File: src/rtl/e1_sa_params.svh
// named offsets, field positions, reset values and patterns for the sa auto-response block
`ifndef E1_SA_PARAMS_SVH
`define E1_SA_PARAMS_SVH

// ****************************************************************
// register indices (byte address is four times the index)
// ****************************************************************
`define IDX_LINK_CTRL      12'h10A
`define IDX_SRC_SEL        12'h130
`define IDX_AUTO_CTRL      12'h132
`define IDX_SA4_PATTERN    12'h133
`define IDX_RESP_STATUS    12'h134
`define ADDR_W             12
`define IDX_LSB            2

// ****************************************************************
// field positions
// ****************************************************************
`define F_AIS_SET          7
`define F_AIS_CLR          6
`define F_REP_HI           3
`define F_REP_LO           2
`define F_CRC_DET          1
`define F_COMBINED         0
`define F_SA4_LINK_EN      0
`define F_SA4_REG_SEL      0
`define CTRL_WR_MASK       8'hCF

// ****************************************************************
// reset values
// ****************************************************************
`define RST_AUTO_CTRL      8'h00
`define RST_SA4_PATTERN    8'hFF
`define RST_FLAG           1'b0

// ****************************************************************
// report field codes and sa6 nibbles
// ****************************************************************
`define REP_OFF            2'h0
`define REP_01             2'h1
`define REP_10             2'h2
`define REP_11             2'h3
`define SA6_ONES           4'hF
`define SA6_ZERO           4'h0
`define SA6_REP11          4'h1
`define SA6_CRC            4'h2
`define SA6_BOTH           4'h3

// ****************************************************************
// frame stream layout
// ****************************************************************
`define FRAME_W            4
`define WORD_W             9
`define E_FRAME_A          4'hD
`define E_FRAME_B          4'hF
`define BUF_DEPTH          2

`endif

File: src/rtl/e1_sa_pkg.sv
// types shared by the sa auto-response block
package e1_sa_pkg;

  // ****************************************************************
  // active overhead response
  // ****************************************************************
  typedef enum logic [2:0] {
    RESP_NONE     = 3'b000,
    RESP_AIS_SET  = 3'b001,
    RESP_AIS_CLR  = 3'b010,
    RESP_REP_01   = 3'b011,
    RESP_REP_10   = 3'b100,
    RESP_REP_11   = 3'b101,
    RESP_CRC_DET  = 3'b110,
    RESP_COMBINED = 3'b111
  } resp_t;

endpackage : e1_sa_pkg

File: src/rtl/e1_sa_bit_auto_response.sv
// transmit e1 overhead override on receive alarms and sa4 sourcing from a register
//
// Operation
// - with the first ais enable set and ais seen on receive, send a=1, sa5=1, sa6=1111.
// - with the second ais enable set and ais seen on receive, send a=0, sa5=1, sa6=1111.
// - a received e bit of 0 marks a far end block error, which triggers the report field.
// - report field 01 with a far end block error sends a=0, sa5=1, sa6=0000, e=0.
// - report field 10 with a far end block error sends a=0, sa5=0, sa6=0000, e=0.
// - report field 11 with a far end block error sends a=0, sa5=1, sa6=0001, e=1.
// - crc detection enabled with a local crc-4 error sends a=0, sa5=1, sa6=0010, e=1.
// - combined enable with both error kinds sends a=0, sa5=1, sa6=0011, e=1.
// - sa4 comes from the pattern register only when link enable and register select are 1.
// - pattern bit 7 goes in frame 1 of the multiframe, bit 6 in frame 3, down to bit 0 in frame 15.
`timescale 1ns/1ps
`include "e1_sa_params.svh"

module e1_sa_bit_auto_response
  import e1_sa_pkg::*;
(
  // clock and reset
  input  wire logic                pclk,
  input  wire logic                presetn,
  // apb slave
  input  wire logic [`ADDR_W-1:0]  paddr,
  input  wire logic                psel,
  input  wire logic                penable,
  input  wire logic                pwrite,
  input  wire logic [31:0]         pwdata,
  output logic [31:0]              prdata,
  output logic                     pready,
  output logic                     pslverr,
  // receive side conditions
  input  wire logic                rx_ais_detect,
  input  wire logic                rx_e_valid,
  input  wire logic                rx_e_bit,
  input  wire logic                rx_crc_err,
  // transmit frame stream in
  input  wire logic                tx_in_valid,
  output logic                     tx_in_ready,
  input  wire logic [`FRAME_W-1:0] tx_in_frame,
  input  wire logic                tx_in_a,
  input  wire logic                tx_in_sa4,
  input  wire logic                tx_in_sa5,
  input  wire logic                tx_in_sa6,
  input  wire logic                tx_in_e,
  // transmit frame stream out
  output logic                     tx_out_valid,
  input  wire logic                tx_out_ready,
  output logic [`FRAME_W-1:0]      tx_out_frame,
  output logic                     tx_out_a,
  output logic                     tx_out_sa4,
  output logic                     tx_out_sa5,
  output logic                     tx_out_sa6,
  output logic                     tx_out_e
);

  // ****************************************************************
  // functions
  // ****************************************************************

  // bit of an eight-bit pattern for an odd frame index 1,3..15
  function automatic logic mf_bit(input logic [7:0] pat, input logic [`FRAME_W-1:0] fr);
    logic [2:0] pos;
    pos = 3'd7 - fr[3:1];
    return pat[pos];
  endfunction : mf_bit

  // bit of a sa6 nibble for an odd frame within its sub-multiframe
  function automatic logic nib_bit(input logic [3:0] nib, input logic [`FRAME_W-1:0] fr);
    logic [1:0] pos;
    pos = 2'd3 - fr[2:1];
    return nib[pos];
  endfunction : nib_bit

  // register index decode
  function automatic logic hit(input logic [`ADDR_W-1:0] addr, input logic [`ADDR_W-1:0] idx);
    return (addr[`ADDR_W-1:`IDX_LSB] == idx[`ADDR_W-`IDX_LSB-1:0])
           && (addr[`IDX_LSB-1:0] == 2'b00);
  endfunction : hit

  // ****************************************************************
  // registers
  // ****************************************************************
  logic [7:0]  auto_ctrl_r;
  logic [7:0]  sa4_pattern_r;
  logic        sa4_link_en_r;
  logic        sa4_reg_sel_r;
  logic        febe_r;
  logic [31:0] prdata_r;
  logic        pready_r;
  logic        pslverr_r;

  // ****************************************************************
  // apb decode
  // ****************************************************************
  wire hit_link   = hit(paddr, `IDX_LINK_CTRL);
  wire hit_sel    = hit(paddr, `IDX_SRC_SEL);
  wire hit_ctrl   = hit(paddr, `IDX_AUTO_CTRL);
  wire hit_pat    = hit(paddr, `IDX_SA4_PATTERN);
  wire hit_stat   = hit(paddr, `IDX_RESP_STATUS);
  wire hit_any    = hit_link | hit_sel | hit_ctrl | hit_pat | hit_stat;
  wire setup_ph   = psel & ~penable;
  wire access_end = psel & penable & pready_r;
  wire wr_en      = access_end & pwrite & ~pslverr_r;

  // ****************************************************************
  // control field decode
  // ****************************************************************
  wire       ais_set_en   = auto_ctrl_r[`F_AIS_SET];
  wire       ais_clr_en   = auto_ctrl_r[`F_AIS_CLR];
  wire [1:0] rep_sel      = auto_ctrl_r[`F_REP_HI:`F_REP_LO];
  wire       crc_det_en   = auto_ctrl_r[`F_CRC_DET];
  wire       combined_en  = auto_ctrl_r[`F_COMBINED];

  // ****************************************************************
  // trigger conditions
  // ****************************************************************

  // far end block error: e bit of 0 sets, e bit of 1 clears
  wire febe_set = rx_e_valid & ~rx_e_bit;
  wire febe_clr = rx_e_valid & rx_e_bit;

  // ais and crc are levels from the receive framer
  wire trig_ais  = rx_ais_detect;
  wire trig_crc  = rx_crc_err;
  wire trig_febe = febe_r;

  // ****************************************************************
  // response selection, highest first: ais set, ais clear,
  // combined, crc detect, far end report
  // ****************************************************************
  resp_t resp;
  assign resp =
      (ais_set_en & trig_ais)                  ? RESP_AIS_SET  :
      (ais_clr_en & trig_ais)                  ? RESP_AIS_CLR  :
      (combined_en & trig_febe & trig_crc)     ? RESP_COMBINED :
      (crc_det_en & trig_crc)                  ? RESP_CRC_DET  :
      (trig_febe & (rep_sel == `REP_01))       ? RESP_REP_01   :
      (trig_febe & (rep_sel == `REP_10))       ? RESP_REP_10   :
      (trig_febe & (rep_sel == `REP_11))       ? RESP_REP_11   :
                                                 RESP_NONE;

  // ****************************************************************
  // override pattern table
  // ****************************************************************
  logic       ov_on;
  logic       ov_a;
  logic       ov_sa5;
  logic [3:0] ov_sa6;
  logic       ov_e_on;
  logic       ov_e;

  // pattern per response; ais leaves the e bit alone
  always_comb begin
    ov_on   = 1'b1;
    ov_a    = 1'b0;
    ov_sa5  = 1'b1;
    ov_sa6  = `SA6_ZERO;
    ov_e_on = 1'b1;
    ov_e    = 1'b0;
    unique case (resp)
      RESP_NONE: begin
        ov_on   = 1'b0;
        ov_e_on = 1'b0;
      end
      RESP_AIS_SET: begin
        ov_a    = 1'b1;
        ov_sa6  = `SA6_ONES;
        ov_e_on = 1'b0;
      end
      RESP_AIS_CLR: begin
        ov_sa6  = `SA6_ONES;
        ov_e_on = 1'b0;
      end
      RESP_REP_01: begin
        ov_sa6  = `SA6_ZERO;
      end
      RESP_REP_10: begin
        ov_sa5  = 1'b0;
      end
      RESP_REP_11: begin
        ov_sa6  = `SA6_REP11;
        ov_e    = 1'b1;
      end
      RESP_CRC_DET: begin
        ov_sa6  = `SA6_CRC;
        ov_e    = 1'b1;
      end
      RESP_COMBINED: begin
        ov_sa6  = `SA6_BOTH;
        ov_e    = 1'b1;
      end
    endcase
  end

  // ****************************************************************
  // overhead merge on the incoming frame
  // ****************************************************************

  // sa bits and the a bit live in frames without alignment word
  wire nfas_frame = tx_in_frame[0];
  wire e_frame    = (tx_in_frame == `E_FRAME_A) | (tx_in_frame == `E_FRAME_B);
  wire sa4_from_r = sa4_link_en_r & sa4_reg_sel_r;

  wire merged_a   = (ov_on & nfas_frame) ? ov_a : tx_in_a;
  wire merged_sa4 = (sa4_from_r & nfas_frame)
                    ? mf_bit(sa4_pattern_r, tx_in_frame)
                    : tx_in_sa4;
  wire merged_sa5 = (ov_on & nfas_frame) ? ov_sa5 : tx_in_sa5;
  wire merged_sa6 = (ov_on & nfas_frame) ? nib_bit(ov_sa6, tx_in_frame) : tx_in_sa6;
  wire merged_e   = (ov_e_on & e_frame) ? ov_e : tx_in_e;

  wire [`WORD_W-1:0] in_word = {tx_in_frame, merged_a, merged_sa4,
                                merged_sa5, merged_sa6, merged_e};
  wire [`WORD_W-1:0] out_word;

  // ****************************************************************
  // output buffer, absorbs a stall without loss
  // ****************************************************************
  two_entry_buffer #(
    .WIDTH     (`WORD_W)
  ) u_out_buf (
    .pclk      (pclk),
    .presetn   (presetn),
    .in_valid  (tx_in_valid),
    .in_ready  (tx_in_ready),
    .in_data   (in_word),
    .out_valid (tx_out_valid),
    .out_ready (tx_out_ready),
    .out_data  (out_word)
  );

  assign tx_out_frame = out_word[`WORD_W-1:`WORD_W-`FRAME_W];
  assign tx_out_a     = out_word[4];
  assign tx_out_sa4   = out_word[3];
  assign tx_out_sa5   = out_word[2];
  assign tx_out_sa6   = out_word[1];
  assign tx_out_e     = out_word[0];

  // ****************************************************************
  // far end block error hold
  // ****************************************************************

  // held from an e=0 until an e=1 is seen
  always_ff @(posedge pclk or negedge presetn) begin
    if (!presetn) begin
      febe_r <= `RST_FLAG;
    end else if (febe_set) begin
      febe_r <= 1'b1;
    end else if (febe_clr) begin
      febe_r <= 1'b0;
    end
  end

  // ****************************************************************
  // register writes
  // ****************************************************************

  // reserved control bits stay zero
  always_ff @(posedge pclk or negedge presetn) begin
    if (!presetn) begin
      auto_ctrl_r   <= `RST_AUTO_CTRL;
      sa4_pattern_r <= `RST_SA4_PATTERN;
      sa4_link_en_r <= `RST_FLAG;
      sa4_reg_sel_r <= `RST_FLAG;
    end else if (wr_en) begin
      if (hit_ctrl) auto_ctrl_r <= pwdata[7:0] & `CTRL_WR_MASK;
      if (hit_pat)  sa4_pattern_r <= pwdata[7:0];
      if (hit_link) sa4_link_en_r <= pwdata[`F_SA4_LINK_EN];
      if (hit_sel)  sa4_reg_sel_r <= pwdata[`F_SA4_REG_SEL];
    end
  end

  // ****************************************************************
  // read mux
  // ****************************************************************
  logic [31:0] rd_word;
  always_comb begin
    rd_word = 32'h0000_0000;
    if (hit_ctrl) rd_word[7:0] = auto_ctrl_r;
    if (hit_pat)  rd_word[7:0] = sa4_pattern_r;
    if (hit_link) rd_word[`F_SA4_LINK_EN] = sa4_link_en_r;
    if (hit_sel)  rd_word[`F_SA4_REG_SEL] = sa4_reg_sel_r;
    if (hit_stat) rd_word[5:0] = {trig_crc, trig_febe, trig_ais, resp};
  end

  // ****************************************************************
  // apb answer: ready in the first access cycle
  // ****************************************************************
  always_ff @(posedge pclk or negedge presetn) begin
    if (!presetn) begin
      pready_r  <= 1'b0;
      pslverr_r <= 1'b0;
      prdata_r  <= 32'h0000_0000;
    end else begin
      pready_r  <= setup_ph;
      pslverr_r <= setup_ph & ~hit_any;
      prdata_r  <= (setup_ph & ~pwrite) ? rd_word : 32'h0000_0000;
    end
  end

  assign pready  = pready_r;
  assign pslverr = pslverr_r;
  assign prdata  = prdata_r;

endmodule : e1_sa_bit_auto_response

File: src/rtl/two_entry_buffer.sv
// two-entry buffer with registered valid and ready on both sides
`timescale 1ns/1ps
`include "e1_sa_params.svh"

module two_entry_buffer
  import e1_sa_pkg::*;
#(
  parameter int WIDTH = `WORD_W
) (
  // clock and reset
  input  wire logic             pclk,
  input  wire logic             presetn,
  // filling side
  input  wire logic             in_valid,
  output logic                  in_ready,
  input  wire logic [WIDTH-1:0] in_data,
  // draining side
  output logic                  out_valid,
  input  wire logic             out_ready,
  output logic [WIDTH-1:0]      out_data
);

  // entry 0 faces the output, entry 1 catches a word during a stall
  logic [WIDTH-1:0] data_r  [`BUF_DEPTH];
  logic             valid_r [`BUF_DEPTH];
  logic             ready_r;

  // ****************************************************************
  // handshake decode
  // ****************************************************************
  wire in_fire   = in_valid & ready_r;
  wire head_free = ~valid_r[0] | out_ready;
  wire load_head = head_free & (valid_r[1] | in_fire);
  wire load_skid = ~head_free & in_fire;
  wire skid_nxt  = load_skid | (valid_r[1] & ~head_free);

  // head entry: from skid first, so order is kept
  always_ff @(posedge pclk or negedge presetn) begin
    if (!presetn) begin
      data_r[0]  <= '0;
      valid_r[0] <= 1'b0;
    end else if (head_free) begin
      valid_r[0] <= valid_r[1] | in_fire;
      if (load_head) begin
        data_r[0] <= valid_r[1] ? data_r[1] : in_data;
      end
    end
  end

  // skid entry and registered ready
  always_ff @(posedge pclk or negedge presetn) begin
    if (!presetn) begin
      data_r[1]  <= '0;
      valid_r[1] <= 1'b0;
      ready_r    <= 1'b0;
    end else begin
      valid_r[1] <= skid_nxt;
      ready_r    <= ~skid_nxt;
      if (load_skid) begin
        data_r[1] <= in_data;
      end
    end
  end

  assign in_ready  = ready_r;
  assign out_valid = valid_r[0];
  assign out_data  = data_r[0];

endmodule : two_entry_buffer

File: config.mk
export PLATFORM = sky130hd
export DESIGN_NAME = e1_sa_bit_auto_response
export DESIGN_NICKNAME = d
export VERILOG_FILES = /design/src/rtl/e1_sa_pkg.sv /design/src/rtl/e1_sa_bit_auto_response.sv /design/src/rtl/two_entry_buffer.sv
export VERILOG_INCLUDE_DIRS = /design/src /design/src/rtl
export SDC_FILE = /design/constraint.sdc
export NUM_CORES = 1
export LEC_CHECK = 0
export BUFFER_PORTS_ARGS = -buffer_cell sky130_fd_sc_hd__clkbuf_2
export CORE_MARGIN = 4
export CORE_UTILIZATION = 52
export CTS_CLUSTER_DIAMETER = 200
export DETAILED_ROUTE_END_ITERATION = 10
export PLACE_DENSITY = 0.87
export SYNTH_ARGS = -nofsm -noshare
export SYNTH_HDL_FRONTEND = slang
export SYNTH_SLANG_ARGS = --single-unit
File: constraint.sdc
create_clock -name pclk -period 5.65 [get_ports pclk]
set_clock_uncertainty 0.05 [all_clocks]
set_input_delay 0.2825 -clock pclk [delete_from_list [all_inputs] [get_ports pclk]]
set_output_delay 0.2825 -clock pclk [all_outputs]
set_load 0.02 [all_outputs]
==> results of run 1 <==
[routing by layer]
metal  global-route usage  up-vias  part of all wire
met5                    0        -                 0
met4              0.05498        0             0.018
met3              0.05530       12             0.070
met2               0.3197       93              0.50
met1               0.2612      997              0.41
li1                     -      985                 -
[synthesized netlist by cell type (all sizes together), types with 4 or more instances]
library cell  count
dfrtp            40
buf              33
nor2             20
mux2             19
nand2            19
a21oi            15
mux2i            12
o21ai            12
dfstp             8
nand3             6
nor3              6
a22oi             4
and2              4
clkbuf            4
or3               4
[layout make-up]
type / count / area [um2]
clock inverter: 2 / 60.06
multi-input combinational: 191 / 1262
fill: 401 / 1812
inverter: 3 / 11.26
timing repair buffer: 61 / 307.8
clock buffer: 5 / 68.82
tap: 67 / 83.83
sequential: 48 / 1211
[state kept, by name (all words and copies together), names as in the netlist]
signal and count:
u_out_buf.data_r 9, u_out_buf.out_data 9, prdata 8, sa4_pattern_r 8, auto_ctrl_r 6, febe_r 1
pready 1, pslverr 1, sa4_link_en_r 1, sa4_reg_sel_r 1, u_out_buf.in_ready 1, u_out_buf.out_valid 1
u_out_buf.valid_r 1
[metrics by stage]
stage	cells	cell area, um2	power [mW]	utilization	setup slack [ns]
finish	377	3005	0.8562	0.6239	3.346
floorplan	279	2739	0.5377	-	3.736
CTS	377	3005	0.8618	0.6239	3.368
global placement	370	2877	0.5702	0.5971	3.457
detailed placement	370	2877	0.5781	0.5971	3.382
global route	377	3005	0.9019	0.6239	3.148
[how the worst max path moves through the flow]
stage	start	endpoint	slack, ns	cells after the start
after global routing	febe_r	u_out_buf.data_r[0]	3.15	5
after global placement	febe_r	u_out_buf.data_r[0]	3.46	5
after CTS	febe_r	u_out_buf.data_r[0]	3.37	5
after floorplan	febe_r	u_out_buf.out_data[1]	3.74	6
final	febe_r	u_out_buf.data_r[0]	3.35	5
after detailed placement	febe_r	u_out_buf.data_r[0]	3.38	5
[power by group through the flow]
stage,logic [mW],clock network (mW),registers [mW]
after global routing,0.180,0.307,0.415
after floorplan,0.114,0,0.423
after detailed placement,0.162,0,0.416
final,0.161,0.286,0.409
after global placement,0.157,0,0.413
after CTS,0.163,0.290,0.409
[cells by family after synthesis]
| group | count (synthesis) | share of synthesized area |
|---|---|---|
| buffers and inverters | 40 | 0.1000 |
| and+or+nand+nor | 78 | 0.1585 |
| AOI/OAI and AO/OA | 56 | 0.1406 |
| DFF | 48 | 0.4566 |
| muxes | 33 | 0.1429 |
| other | 1 | 0.001414 |
[worst max-delay path, stage by stage (launching register included)]
cell and delay [ns]:
dfrtp_1 0.48, a21o_1 0.22, a222oi_1 0.62, a211oi_1 0.17
a311oi_1 0.48, o21ai_0 0.16
==> metrics.cfg, run 1 <==
[cts]
clockBufferDepth=2
hold_buffers=0
clk_pin_slew_worst_paths_ns=0.09
cts_resized=0
clockRootBuffer=clkbuf_8
cts_sinks=48
cts_setup_buffers=0
clk_latency_ns=0.30
cts_buffers=5
h-tree-depth=2
cts_tree=done

[routing]
wl_um=5899
drtAntennaViolNets=0
wire_per_inst_um=15.65
viasPerCell=5.536
vias=2087
drtIter0Drc=143
firstDrtPassIters=4
route.detailed.drc=0

[final_layout]
drive_gt1_frac=0.3387
final_nets=374
final_common_cell=clkbuf_2
layout_common_cells=60 x clkbuf_2, 40 x dfrtp_1, 24 x conb_1
antenna_cells=0
area_growth_syn_to_layout_pct=13.30

[timing]
period_share=0.4078
maxSlewHeadroom=0.5693
rsz0062_at_grt=no
fin_setup_tns_ns=0
fmax_mhz=434.0
maxSlewViolCount=0
fin_hold_ws_ns=0.001929
worst_pin_slew_ns=0.6461
min_period_ns=2.304
hold_viol_final=0
finalSetupViolCount=0

[power]
combPwrFrac=0.189
power-per-cell-area_nw_per_um2=284.9
pwr-share-seq=0.477
p_sw_mw=0.2420
power.internal_mw=0.6143
p_leak_nw=1.441
sw_frac_of_total=0.2826
ir_worst_vdd_v=0.0002645
p_clk_frac=0.334

[setup_path]
required_ns=5.77
critPathArrivalTime_ns=2.43
ff2ff_setup_slack_ns=3.35
r2r-end=u_out_buf.data_r[0]
worstSetupPathType=reg2reg
end_kind=register
r2r_start=febe_r
start_kind=register
r2r_cells=5
cp_max_fo=9

[logic_synthesis]
synthArstFlopShare=1.000
synth_area_per_cell_um2=10.36
synth_area_leaders=dfrtp_1 38%, mux2_2 8.1%, buf_4 7.9%, dfstp_2 7.9%, mux2i_1 4.5%
ys_types=52
synth_ff_type=dfrtp_1
ys_ff_latch=48
synth_top_area_share=0.3774
ys_warn_count=0
synth_cells=256
synth_edf_count=0
syn_area_um2=2653
ys_seq_area_frac=0.4566
yosysTopAreaCell=dfrtp_1

[worst_hold_path]
hp-class=in2async

[global_routing]
grt_pass1_vias=2046
grt_use_total=0.1981
grt_max_degree=49
grt_remaining_overflow=0
grt_pass1_wl_um=9701
grt_antenna_before_repair=0

[outcome]
status=complete, no violations

[floorplan]
row_count=25
core_area_um2=4817
start_util=0.5506
ios=109
die-area_um2=6308
die_w_um=79.42
die-height_um=79.42

[place]
port_buffers=60
dp_hpwl_um=4485
place_congestion=0.8631

[flow_run]
max_cap_viol_count=0

Power figures use the tool's default switching activity.
==> run 2, diff against run 1 <==
--- a/config.mk
+++ b/config.mk
@@ -8,10 +8,10 @@
 export LEC_CHECK = 0
 export BUFFER_PORTS_ARGS = -buffer_cell sky130_fd_sc_hd__clkbuf_2
 export CORE_MARGIN = 4
-export CORE_UTILIZATION = 52
+export CORE_UTILIZATION = 48
 export CTS_CLUSTER_DIAMETER = 200
 export DETAILED_ROUTE_END_ITERATION = 10
-export PLACE_DENSITY = 0.87
+export PLACE_DENSITY = 0.82
 export SYNTH_ARGS = -nofsm -noshare
 export SYNTH_HDL_FRONTEND = slang
 export SYNTH_SLANG_ARGS = --single-unit
==> constraint.sdc (replaced) <==
create_clock -name pclk -period 2.2 [get_ports pclk]
set_clock_uncertainty 0.05 [all_clocks]
set_input_delay 0.11 -clock pclk [delete_from_list [all_inputs] [get_ports pclk]]
set_output_delay 0.11 -clock pclk [all_outputs]
set_load 0.02 [all_outputs]
==> run 2 against run 1 <==
Compared with the run above:
- sequential share of layout area down 1.5 points
- clock-buffer cell count stayed put
- global-route usage down 1.3 points
- design area rose by 3.8%
- critical path depth increased by 1
- power rose to 2.6 times the previous value
- die area is 7.5% higher
- first-iteration DRC count rose by 9.8%
- critical path type unchanged
- critical endpoint unchanged
- largest power group unchanged
==> metrics.cfg, run 2 (synthesized netlist as in run 1, its figures left out) <==
[outcome]
status=complete, no violations

[timing]
fmax_mhz=508.0  ; +17%
worst_pin_slew_ns=0.6040  ; -0.04213 ns
finalSetupViolCount=0  ; unchanged
fin_hold_ws_ns=0.007373  ; +0.005444 ns
fin_setup_tns_ns=0  ; unchanged
maxSlewHeadroom=0.5973  ; +0.02809
rsz0062_at_grt=no
min_period_ns=1.968  ; -0.3359 ns
hold_viol_final=0  ; unchanged
period_share=0.8948  ; +0.4869
maxSlewViolCount=0  ; unchanged

[setup_path]
start_kind=register
endpoint=u_out_buf.data_r[0]
crit_start=febe_r
r2r_start=febe_r
ff2ff_setup_slack_ns=0.23  ; -3.11 ns
worstSetupPathType=reg2reg
r2r-end=u_out_buf.data_r[0]
critPathArrivalTime_ns=2.08  ; -0.35 ns
cp_max_fo=7  ; -2
required_ns=2.31  ; -3.46 ns
end_kind=register
r2r_cells=6  ; +1

[floorplan]
die-area_um2=6779  ; +7.5%
core_area_um2=5238  ; +8.7%
die_w_um=82.34  ; +3.7%
row_count=26  ; +4.0%
start_util=0.5065  ; -0.04420
ios=109  ; unchanged
die-height_um=82.34  ; +3.7%

[cts]
cts_buffers=5  ; unchanged
clockRootBuffer=clkbuf_8
clk_latency_ns=0.30  ; about the same
clockBufferDepth=2  ; unchanged
cts_tree=done
cts_sinks=48  ; unchanged
clk_pin_slew_worst_paths_ns=0.08  ; about the same
h-tree-depth=2  ; unchanged

[power]
sw_frac_of_total=0.2774  ; -0.005220
p_sw_mw=0.6116  ; +150%
p_leak_nw=1.495  ; +3.7%
power-per-cell-area_nw_per_um2=706.8  ; +150%
p_clk_frac=0.329  ; -0.005
ir_worst_vdd_v=0.0003904  ; +48%
combPwrFrac=0.196  ; +0.007
pwr-share-seq=0.475  ; -0.002
power.internal_mw=1.593  ; +160%

[final_layout]
final_common_cell=clkbuf_2
final_nets=385  ; +2.9%
drive_gt1_frac=0.3427  ; +0.003969
layout_common_cells=60 x clkbuf_2, 40 x dfrtp_1, 24 x conb_1
antenna_cells=0  ; unchanged
area_growth_syn_to_layout_pct=17.59
post-route-util=0.5956  ; -0.02834

[routing]
viasPerCell=5.427  ; -2.0%
wire_per_inst_um=15.19  ; -2.9%
route.detailed.drc=0  ; unchanged
wl_um=5938  ; +0.66%
firstDrtPassIters=4  ; unchanged
drtAntennaViolNets=0  ; unchanged
drtIter0Drc=157  ; +9.8%
vias=2122  ; +1.7%

[place]
dp_hpwl_um=4637  ; +3.4%
port_buffers=60  ; unchanged
place_congestion=0.8526  ; -1.2%

[worst_hold_path]
hp-start=pwdata[2]
hp-class=in2reg

[global_routing]
grt_antenna_before_repair=0  ; unchanged
grt_pass1_wl_um=9646  ; -0.57%
grt_pass1_vias=2056  ; +0.49%
grt_use_total=0.1849  ; -0.01320
grt_max_degree=26  ; -47%
grt_remaining_overflow=0  ; unchanged

[flow_run]
max_cap_viol_count=0  ; unchanged

## run 2: how the worst min path moves through the flow
stage,end,slack [ns],cells past startpoint
finish,auto_ctrl_r[2],0.007,2
global route,auto_ctrl_r[2],0.01,2
CTS,auto_ctrl_r[2],0.003,2
detailed placement,auto_ctrl_r[3],0.09,1
global placement,auto_ctrl_r[2],0.09,1
floorplan,auto_ctrl_r[0],-0.24,0
## run 2: per-layer routing
| metal | global-route usage | part of all wire | up-vias | wire, um |
|---|---|---|---|---|
| met3 | 0.03362 | 0.053 | 14 | 314 |
| li1 | - | - | 1001 | - |
| met2 | 0.3109 | 0.52 | 81 | 3071 |
| met1 | 0.2373 | 0.41 | 1026 | 2412 |
| met5 | 0 | 0 | - | 0 |
| met4 | 0.06645 | 0.023 | 0 | 139 |
## run 2: worst max-delay path, stage by stage (launching register included)
cell,delay (ns)
dfrtp_1,0.41
buf_4,0.17
a21boi_0,0.12
o2bb2ai_1,0.38
a211oi_1,0.14
a311oi_1,0.42
o21ai_0,0.15
## run 2: cell type report
type,count,area (um2)
Sequential cell,48,1211
Timing Repair Buffer,72,417.9
Fill cell,465,2118
Inverter,3,11.26
Clock buffer,5,68.82
Multi-Input combinational cell,191,1262
Clock inverter,2,60.06
Tap cell,70,87.58
## run 2: timing repair
item | CTS | global route
setup buffers | 0 | 0
resized for setup | 0 | 0
hold buffers | 6 | 0
hold endpoints to repair | 19 | 0
## run 2: per-stage QoR
step | total power [mW] | setup WS [ns] | cells | area, um2
3_5_place_dp | 1.490 | 0.2458 | 378 | 2930
2_1_floorplan | 1.381 | 0.2864 | 279 | 2739
5_1_grt | 2.321 | 0.1212 | 391 | 3119
3_3_place_gp | 1.474 | 0.2796 | 378 | 2930
4_1_cts | 2.223 | 0.2679 | 391 | 3119
6_report | 2.205 | 0.2315 | 391 | 3119
## run 2: power groups by stage
stage / Sequential, mW / Clock (mW) / Combinational (mW)
2_1_floorplan: 1.09 / 0 / 0.294
4_1_cts: 1.05 / 0.739 / 0.436
3_5_place_dp: 1.07 / 0 / 0.424
6_report: 1.05 / 0.726 / 0.432
3_3_place_gp: 1.06 / 0 / 0.415
5_1_grt: 1.06 / 0.777 / 0.484
